### src/inc/sdb_pkg.sv
package sdb_pkg;
	// response byte bit positions
	localparam int RSP_OUT_ON     = 0;
	localparam int RSP_ACTUATED   = 1;
	localparam int RSP_INPUTS_OK  = 4;
	localparam int RSP_MARGINAL   = 5;
	localparam int RSP_WARNING    = 6;
	localparam int RSP_ERROR      = 7;
	// detail byte bit positions
	localparam int DET_CH_A       = 0;
	localparam int DET_CH_B       = 1;
	localparam int DET_CROSS      = 2;
	localparam int DET_TEMP       = 3;
	localparam int DET_ACTUATOR   = 4;
	localparam int DET_INTERNAL   = 5;
	localparam int DET_COMM       = 6;
	// request byte: error reset bit
	localparam int REQ_ERR_RESET  = 7;
	localparam logic [7:0] BYTE_RST = 8'h00;
	localparam logic [5:0] CAUSE_RST = 6'h00;
	// width of the cause vector: ch_a, ch_b, cross, temp, actuator, internal
	localparam int NCAUSE = 6;
endpackage : sdb_pkg

### src/core/sdb_status_bytes.sv
`timescale 1ns/100ps
// Overview of operation
// - every status, warning and error bit is active high, one meaning the condition holds.
// - the sensor returns a response byte and a separate detail byte toward the controller.
// - response bit 4 is set while both upstream safety inputs are live.
// - response bit 5 is set while the actuator sits only in the marginal hysteresis range.
// - detail bit 6 in the warning view reports a gateway communication failure.
// - detail bit 4 in the error view reports a wrong or defective actuator, error only.
// - the detail byte shows the cause of a flagged error, or of a flagged warning while no error is flagged.
// - response bit 0 follows both safety outputs being on.
// - response bit 1 is set when actuated with a valid actuator identified.
// - response bit 7 flags an error with outputs off; bit 6 a warning with delayed switch-off.
// - a latched fault clears when its cause is gone and either request bit 7 falls or the guard is open.
module sdb_status_bytes
	import sdb_pkg::*;
(
	input  wire logic                      clk,                  // 250 MHz core clock
	input  wire logic                      srst,                 // sync reset, active high
	input  wire logic                      upstream_input_a,     // pin: upstream channel a live
	input  wire logic                      upstream_input_b,     // pin: upstream channel b live
	input  wire logic                      safety_output_a,      // output a is switched on
	input  wire logic                      safety_output_b,      // output b is switched on
	input  wire logic                      actuator_valid,       // actuated, valid actuator
	input  wire logic                      actuator_marginal,    // actuator in hysteresis range
	input  wire logic                      guard_open,           // guard opened
	input  wire logic                      comm_fail,            // gateway link failure
	input  wire logic [sdb_pkg::NCAUSE-1:0] warn_cause,          // warning-level causes now
	input  wire logic [sdb_pkg::NCAUSE-1:0] err_cause,           // error-level causes now
	input  wire logic [7:0]                reset_request_byte,   // request byte from controller
	input  wire logic                      request_valid,        // request byte strobe
	output logic      [7:0]                sensor_response_byte, // response byte
	output logic      [7:0]                fault_detail_byte     // warning/error detail byte
);
	import sdb_pkg::*;

	typedef struct packed {
		logic [NCAUSE-1:0] err_latch;
		logic              req_b7;
		logic [7:0]        rsp;
		logic [7:0]        det;
	} sdb_state_t;

	sdb_state_t        st_ff;
	sdb_state_t        nxt_st;
	logic [1:0]        in_sync;
	logic              fall_b7;
	logic [NCAUSE-1:0] err_now;
	logic              any_err;
	logic              any_warn;

	sdb_sync2 #(.W(2)) u_in_sync (
		.clk  (clk),
		.srst (srst),
		.d    ({upstream_input_b, upstream_input_a}),
		.q    (in_sync)
	);

	always_comb begin
		nxt_st  = st_ff;
		fall_b7 = 1'b0;
		err_now = '0;
		any_err = 1'b0;
		any_warn = 1'b0;
		if (request_valid) begin
			nxt_st.req_b7 = reset_request_byte[REQ_ERR_RESET];
			fall_b7 = st_ff.req_b7 & ~reset_request_byte[REQ_ERR_RESET];
		end
		// a cause present in this cycle keeps its latch set even on a clear
		for (int i = 0; i < NCAUSE; i++) begin
			if (err_cause[i]) begin
				nxt_st.err_latch[i] = 1'b1;
			end else if (fall_b7 || guard_open) begin
				nxt_st.err_latch[i] = 1'b0;
			end
		end
		err_now  = nxt_st.err_latch;
		any_err  = |err_now;
		// warn_cause[4] has no warning-level meaning, so it raises nothing
		any_warn = (|warn_cause[DET_TEMP:DET_CH_A]) | warn_cause[DET_INTERNAL] | comm_fail;
		// response byte, all bits active high
		nxt_st.rsp               = BYTE_RST; // bits 2,3 stay zero
		nxt_st.rsp[RSP_OUT_ON]   = safety_output_a & safety_output_b;
		nxt_st.rsp[RSP_ACTUATED] = actuator_valid;
		nxt_st.rsp[RSP_INPUTS_OK] = in_sync[0] & in_sync[1];
		nxt_st.rsp[RSP_MARGINAL] = actuator_valid & actuator_marginal;
		nxt_st.rsp[RSP_WARNING]  = any_warn | any_err;
		nxt_st.rsp[RSP_ERROR]    = any_err;
		// detail byte: error view wins over warning view
		nxt_st.det = BYTE_RST;
		if (any_err) begin
			nxt_st.det[DET_INTERNAL:DET_CH_A] = err_now;
		end else begin
			nxt_st.det[DET_TEMP:DET_CH_A] = warn_cause[DET_TEMP:DET_CH_A];
			nxt_st.det[DET_INTERNAL]      = warn_cause[DET_INTERNAL];
			nxt_st.det[DET_COMM]          = comm_fail;
		end
		if (srst) begin
			nxt_st.err_latch = CAUSE_RST;
			nxt_st.req_b7    = 1'b0;
			nxt_st.rsp       = BYTE_RST;
			nxt_st.det       = BYTE_RST;
		end
	end

	always_ff @(posedge clk) begin
		st_ff <= nxt_st;
	end

	assign sensor_response_byte = st_ff.rsp;
	assign fault_detail_byte    = st_ff.det;

	property p_zero_bits;
		@(posedge clk) disable iff (srst)
		sensor_response_byte[3:2] == 2'b00;
	endproperty
	a_zero_bits: assert property (p_zero_bits) else $error("response bits 3:2 not zero");

	property p_out_on;
		@(posedge clk) disable iff (srst)
		(safety_output_a && safety_output_b) |=> sensor_response_byte[0];
	endproperty
	a_out_on: assert property (p_out_on) else $error("output-on bit missing");

	property p_inputs;
		@(posedge clk) disable iff (srst)
		(upstream_input_a && upstream_input_b)[*4] |=> sensor_response_byte[4];
	endproperty
	a_inputs: assert property (p_inputs) else $error("inputs-live bit missing");

	property p_err_detail;
		@(posedge clk) disable iff (srst)
		sensor_response_byte[7] |-> (fault_detail_byte[5:0] != 6'h00);
	endproperty
	a_err_detail: assert property (p_err_detail) else $error("error without cause");

	property p_err_latch;
		@(posedge clk) disable iff (srst)
		err_cause[4] |=> fault_detail_byte[4] && sensor_response_byte[7];
	endproperty
	a_err_latch: assert property (p_err_latch) else $error("actuator error not flagged");

	property p_hold;
		@(posedge clk) disable iff (srst)
		(sensor_response_byte[7] && !guard_open && !request_valid) |=> sensor_response_byte[7];
	endproperty
	a_hold: assert property (p_hold) else $error("error dropped without clear");

	property p_comm;
		@(posedge clk) disable iff (srst)
		(comm_fail && !sensor_response_byte[7]) |-> ##1 sensor_response_byte[6];
	endproperty
	a_comm: assert property (p_comm) else $error("comm warning missing");

	property p_warn_err;
		@(posedge clk) disable iff (srst)
		sensor_response_byte[7] |-> sensor_response_byte[6];
	endproperty
	a_warn_err: assert property (p_warn_err) else $error("error without warning bit");

	property p_actuated;
		@(posedge clk) disable iff (srst)
		$rose(actuator_valid) |=> sensor_response_byte[1];
	endproperty
	a_actuated: assert property (p_actuated) else $error("actuated bit missing");

	property p_marginal;
		@(posedge clk) disable iff (srst)
		(actuator_valid && actuator_marginal) |=> sensor_response_byte[5];
	endproperty
	a_marginal: assert property (p_marginal) else $error("marginal bit missing");

	property p_marg_gate;
		@(posedge clk) disable iff (srst)
		!actuator_valid |=> !sensor_response_byte[5];
	endproperty
	a_marg_gate: assert property (p_marg_gate) else $error("marginal without actuator");

	property p_out_off;
		@(posedge clk) disable iff (srst)
		!(safety_output_a && safety_output_b) |=> !sensor_response_byte[0];
	endproperty
	a_out_off: assert property (p_out_off) else $error("output-on bit stuck");

	property p_inputs_off;
		@(posedge clk) disable iff (srst)
		(!upstream_input_b)[*3] |=> !sensor_response_byte[4];
	endproperty
	a_inputs_off: assert property (p_inputs_off) else $error("inputs-live bit stuck");

	property p_det_msb;
		@(posedge clk) disable iff (srst)
		fault_detail_byte[7] == 1'b0;
	endproperty
	a_det_msb: assert property (p_det_msb) else $error("detail bit 7 set");

	property p_no_warn;
		@(posedge clk) disable iff (srst)
		!sensor_response_byte[6] |-> (fault_detail_byte == 8'h00);
	endproperty
	a_no_warn: assert property (p_no_warn) else $error("detail without warning");

	property p_warn_detail;
		@(posedge clk) disable iff (srst)
		(sensor_response_byte[6] && !sensor_response_byte[7]) |-> (fault_detail_byte[6:0] != 7'h00);
	endproperty
	a_warn_detail: assert property (p_warn_detail) else $error("warning without cause");

	property p_warn_view;
		@(posedge clk) disable iff (srst)
		warn_cause[3] |=> (fault_detail_byte[3] || sensor_response_byte[7]);
	endproperty
	a_warn_view: assert property (p_warn_view) else $error("temperature warning missing");

	property p_comm_det;
		@(posedge clk) disable iff (srst)
		comm_fail |=> (fault_detail_byte[6] || sensor_response_byte[7]);
	endproperty
	a_comm_det: assert property (p_comm_det) else $error("comm detail missing");

	property p_guard_clear;
		@(posedge clk) disable iff (srst)
		(guard_open && (err_cause == '0)) |=> !sensor_response_byte[7];
	endproperty
	a_guard_clear: assert property (p_guard_clear) else $error("guard did not clear");

	property p_set_wins;
		@(posedge clk) disable iff (srst)
		(guard_open && err_cause[0]) |=> (sensor_response_byte[7] && fault_detail_byte[0]);
	endproperty
	a_set_wins: assert property (p_set_wins) else $error("clear beat a live cause");
endmodule // sdb_status_bytes

### src/core/sdb_sync2.sv
`timescale 1ns/100ps
// two-flop synchroniser for a vector of pin levels
module sdb_sync2 #(
	parameter int W = 1
) (
	input  wire logic         clk,    // core clock
	input  wire logic         srst,   // sync reset, active high
	input  wire logic [W-1:0] d,      // asynchronous levels
	output logic      [W-1:0] q       // synchronised levels
);
	typedef struct packed {
		logic [W-1:0] s1;
		logic [W-1:0] s2;
	} sdb_sync_st_t;

	sdb_sync_st_t st_ff;
	sdb_sync_st_t nxt_st;

	always_comb begin
		nxt_st    = st_ff;
		nxt_st.s1 = d;
		nxt_st.s2 = st_ff.s1;
		if (srst) begin
			nxt_st = '0;
		end
	end

	always_ff @(posedge clk) begin
		st_ff <= nxt_st;
	end

	assign q = st_ff.s2;
endmodule // sdb_sync2

### config.mk
export PLATFORM = sky130hd
export DESIGN_NAME = sdb_status_bytes
export DESIGN_NICKNAME = d
export VERILOG_FILES = /design/src/inc/sdb_pkg.sv /design/src/core/sdb_status_bytes.sv /design/src/core/sdb_sync2.sv
export SDC_FILE = /design/constraint.sdc
export NUM_CORES = 1
export LEC_CHECK = 0
export BUFFER_PORTS_ARGS = -buffer_cell sky130_fd_sc_hd__buf_2
export CORE_UTILIZATION = 45
export DETAILED_ROUTE_END_ITERATION = 8
export MAX_ROUTING_LAYER = met4
export PLACE_DENSITY_LB_ADDON = 0.25
export SYNTH_ARGS = -nofsm -noshare
export SYNTH_HDL_FRONTEND = slang
export SYNTH_SLANG_ARGS = --single-unit
### constraint.sdc
create_clock -name clk -period 4.15 [get_ports clk]
set_input_delay 0.83 -clock clk [delete_from_list [all_inputs] [get_ports clk]]
set_output_delay 0.83 -clock clk [all_outputs]
set_load 0.01 [all_outputs]
* Word-level counts from Yosys, hierarchy flattened *
Index checks and enable logic that the tools add are counted.

operators by class
  mux-type cells = 15
  bitwise operators = 9
  reductions and logical operators = 5

operators with widths
  operator            number
  two-way mux 1 bit   14
  OR reduction 7 bit  1
  OR reduction 6 bit  1
  AND 1 bit           4
  two-way mux 4 bit   1
  OR reduction 4 bit  1
  OR 1 bit            3
  inverter 1 bit      2
  OR reduction 2 bit  1
  logical OR 1 bit    1

storage, ports and cells
  register bits after elaboration = 27
  input port bits = 31
  output and inout bits = 16
  logic and storage cells = 39

* Logic depth before layout (Yosys ltp) *
  depth in word-level cells = 9
  depth in mapped cells = 4
  depth with buffers taken out = 3

* Hierarchy *
A second synthesis with hierarchy kept.

second synthesis, totals
  cell total of the unflattened synthesis = 96
  area, all modules = 978.4 um^2

by module, submodules not included
  module            instances  cells an instance  area an instance (um^2)  seq. area each (um^2)
  sdb_status_bytes  1          86                 858.3                    400.4
  sdb_sync2         1          10                 120.1                    80.1

* Worst setup path after synthesis *
Ideal clock, no wire load.

  path type = input to register
  from = input err_cause[0] (netlist name)
  to = register st_ff, in the netlist sensor_response_byte[6]
  library setup time = 0.120 ns
  arrival = 1.943 ns
  required time = 4.030 ns
  slack = 2.087 ns
  cell stages on the path = 4
  buffers on the path = 1
  path through = or4_1 > or2_1 > buf_6 > o31a_1

between the ends
  longest elaborated chain between the ends = 3

RTL lines
  element                 RTL line                 text
  start: declaration      sdb_status_bytes.sv:28   input wire logic [sdb_pkg::NCAUSE-1:0] err_cause,
  two-way mux 1 bit       sdb_status_bytes.sv:70   if (err_cause[i]) begin
  OR reduction 6 bit      sdb_status_bytes.sv:77   any_err = |err_now;
  OR 1 bit                sdb_status_bytes.sv:86   nxt_st.rsp[RSP_WARNING] = any_warn | any_err;
  end signal: assignment  sdb_status_bytes.sv:106  st_ff <= nxt_st;
  end: declaration        sdb_status_bytes.sv:43   sdb_state_t st_ff;

No other way between the ends.
A chain may end at the register's enable or synchronous reset.

* Worst setup path in the final report *
  from = input err_cause[0] (netlist name)
  to = register st_ff, in the netlist fault_detail_byte[3]

between the ends
  longest elaborated chain between the ends = 3

RTL lines
  element             RTL line                text
  two-way mux 1 bit   sdb_status_bytes.sv:70
  OR reduction 6 bit  sdb_status_bytes.sv:77
  two-way mux 4 bit   sdb_status_bytes.sv:90  if (any_err) begin

No other way between the ends.

==> results by stage <==
Timing:
- Setup violations remaining at the end of the flow were counted as 0.
- The worst hold-check slack is 0.452 ns.
- The minimum period implied by the final worst setup slack is 1.92 ns.
- Setup repair after global routing left no endpoint under its margin.
- The final hold violation count is 0.
- For this run, the top clock speed supported by timing is 522 MHz.
- The share of the cycle needed by the critical path after routing is 46.2%.
- The setup clock skew after layout is 0.00372 ns.
- The slew at the pin closest to its max-slew limit is 0.778 ns.
- Adding up every negative setup slack in the final design gives 0 ns.
- The worst slew slack as a fraction of its limit is 47.8%.
- Setup slack closes at 2.23 ns.
- The count of pins over their slew limit is 0.

Placed design:
- Summing all placed instances gives a cell area of 0.00102 sq mm.
- Detailed placement ended at an HPWL of 1.16 mm.
- The congestion estimate from routability-driven global placement came to 0.742.
- Input and output buffers added on the ports amount to 35.
- Timing analysis after detailed placement gives a worst setup slack of 1.92 ns.

Synth:
- The biggest area contributor in the post-synthesis netlist is dfxtp_1.
- The post-synthesis average cell area is 9.85 sq um.
- Of the synthesized area, sequential elements account for 50.8%.
- The synthesized netlist devotes 0% of its cell area to XOR and XNOR gates.
- The share of Yosys cell area claimed by the top area cell type is 50.8%.
- Summing the areas of all compound-gate instances in the mapped netlist gives 12.7% of the synthesized area.
- The fraction of synthesized area in multiplexers is 1.06%.
- The cell area that synthesis handed to floorplanning was 946 sq um.
- The area share of and/or/nand/nor cells after synthesis is 18.8%.
- The synthesized instance count is 96.
- During synthesis, Yosys emitted a total of 0 warnings.
- After synthesis the netlist holds a flip-flop and latch count of 24.
- By area the synthesized netlist is led by dfxtp_1 (51%), buf_4 (13%), a31oi_1 (4.0%).
- Of the total synthesized cell area, the portion taken by full adders, half adders and majority gates is 0%.
- The number of different library cells used by synthesis comes to 27.
- The combinational family with the most area after synthesis is simple AND/OR/NAND/NOR gates.

Setup path:
- The number of cells on the worst reg-to-reg path is 3.
- STA puts the critical path data required time at 4.36 ns.
- The slowest library cell on the worst path is or4_1.
- For the worst setup path, the data arrival time is 2.13 ns.
- The class of the most critical setup path is input pin to flip-flop.
- Counting both buffers and inverters, the worst setup path holds a total of 1.
- The critical path goes through buf_2, or4_1, or2_1, o32ai_1.
- The family with the most delay on the worst path is simple AND/OR/NAND/NOR gates.
- The largest fanout on the critical path is 7.
- STA classifies the critical path endpoint as a flip-flop.
- The startpoint class of the critical path is an input pin.
- The delay of the slowest critical-path stage is 0.54 ns.
- The critical path crosses 4 cells after its start point.

Pwr:
- The static leakage is 0.494 nW.
- The worst supply voltage drop on vdd is 0.000194 V.
- The total power is 0.000458 W.
- The power density of the placed cells is 426 mW/mm^2.

Cells and area:
- Summing all non-filler instances in the final layout gives an area of 0.00108 sq mm.
- The repair_antennas step left the layout with diodes totalling 0.
- In the final layout, the share of cells above drive strength 1 is 33.9%.
- The growth of design area from synthesis to finish is 13.8%.
- In the final design database the tool counted 150 nets.
- After filler insertion, the fill cell instance count of the layout stands at 194.

CTS:
- The clock latency at the later pin of the worst-skew pair is 0.30 ns.
- In this run the post-CTS setup repair buffer count came out at 0.
- The post-cts repair resize count is 0.
- The clock-pin slew of the registers on the worst-case setup and hold paths is 0.13 ns.
- The number of clock buffers added by TritonCTS is 3.
- After clock tree synthesis, the flow added hold-fix buffers numbering 0.
- The number of buffers on the longest clock path is 2.
- The clock tree from TritonCTS is built.
- The library cell used as clock root buffer is clkbuf_4.
- The H-tree depth is 1.
- Clock tree synthesis found a total of 24 sinks.

Status:
- The flow ran to the end, and the final reports show no timing, DRC or antenna violations.

Drt:
- After detailed routing, the average wire length per cell comes to 11.0 um.
- Across all layers, the routed design uses 729 vias.
- The number of search-and-repair iterations in the first detailed-routing pass is 4.
- Summed over all layers, the routed wires come to 1.59 mm.
- In the routed design, unresolved DRC markers number 0.
- The count of nets left with antenna violations once routing finished came out at 0.
- After the first detailed-routing iteration, the DRC count stood at 18.
- The via density per instance is 5.03.

Global route:
- In the global route stage, overall resource usage came out at 17.8%.
- The initial antenna violation count is 0.
- The total overflow left after global routing is 0.
- The largest net degree at the start of global routing is 21.
- The number of global-route vias before repair is 621.
- The wire length of the first global-routing pass is 2.70 mm.

Die:
- The total core area is 0.00196 sq mm.
- The full die area is 0.00229 sq mm.
- The starting density of the core is 48.2%.
- 47 I/O pins were placed.
- The overall die width is 47.8 um.
- The number of standard-cell rows in the floorplan is 16.
- The die extent in y is 47.8 um.

Hold path:
- The instance count along the most critical hold path is 1.
- The path class of the tightest hold or removal check is flip-flop to flip-flop.

Job:
- The number of violations of the max-capacitance limit is 0.
## power by group
part / switching (W) / internal (W)
combinational: 0.0000269 / 0.0000218
clock: 0.0000651 / 0.0000975
sequential: 0.00000391 / 0.000243
total: 0.0000959 / 0.000362
## synthesized netlist by cell type (all sizes together)
library cell  number
a311oi             1
clkbuf             1
nor4               3
buf               18
or2                1
nor2               8
o31a               2
nand2              3
nor3               1
nor2b              5
and2               1
nand3b             4
conb               1
mux2i              1
a31oi              6
o32ai              4
inv                4
or4                1
and3b              1
and3               2
or4b               1
dfxtp             24
a211oi             2
o22ai              1
## layout by cell type, fill, tap and decap left out
| master | instances |
|---|---|
| o32ai_1 | 4 |
| mux2i_1 | 1 |
| a211oi_1 | 2 |
| buf_2 | 35 |
| bufinv_16 | 1 |
| nor4_1 | 3 |
| nand3b_1 | 4 |
| nor2_1 | 8 |
| a31oi_1 | 6 |
| o31a_1 | 2 |
| a311oi_1 | 1 |
| o22ai_1 | 1 |
| and3_1 | 2 |
| and2_1 | 1 |
| or4_1 | 1 |
| conb_1 | 3 |
| dfxtp_1 | 24 |
| nand2_1 | 3 |
| inv_2 | 1 |
| and3b_1 | 1 |
| or4b_1 | 1 |
| inv_1 | 3 |
| nor3_1 | 1 |
| or2_1 | 1 |
| clkbuf_4 | 3 |
| nor2b_1 | 5 |
## kinds of logic after synthesis
kind of cell           after synthesis
AOI/OAI and AO/OA                   16
DFF                                 24
buffers and inverters               23
other                                1
and+or+nand+nor                     31
muxes                                1
## stage by stage
stage | utilization, % | instances
after floorplan | - | 98
after global placement | 52.2 | 141
after detailed placement | 52.2 | 141
after CTS | 54.8 | 145
after global routing | 54.8 | 145
final | 54.8 | 145
## sequential cells by signal (all words and copies together), names as in the netlist
name and cells:
u_in_sync.st_ff 2, sensor_response_byte 6, u_in_sync.q 2, fault_detail_byte 7, st_ff 7
## cell type report
cell class | instances | area [sq um] | area share [%]
Clock inverter | 1 | 30.0 | 2.79
Multi-Input combinational cell | 51 | 319 | 29.7
Tap cell | 27 | 33.8 | 3.14
Clock buffer | 3 | 22.5 | 2.09
Sequential cell | 24 | 480 | 44.7
Inverter | 4 | 15.0 | 1.40
Timing Repair Buffer | 35 | 175 | 16.3
## worst paths after layout
| kind | slack, ns | endpoint | startpoint |
|---|---|---|---|
| max | 2.23 | fault_detail_byte[3] | err_cause[0] |
| min | 0.45 | u_in_sync.q[0] | u_in_sync.st_ff[2] |
| max reg2reg | 2.54 | sensor_response_byte[6] | st_ff[17] |
| min reg2reg | 0.45 | u_in_sync.q[0] | u_in_sync.st_ff[2] |
## metal layers
metal / part of all wire (%) / up-vias / track usage, %
met5: 0 / - / -
met4: 0.82 / 0 / 8.33
met3: 8.8 / 2 / 3.40
met2: 44 / 37 / 27.0
met1: 46 / 326 / 22.7
li1: - / 364 / -
(Power assumes the default switching activity.)
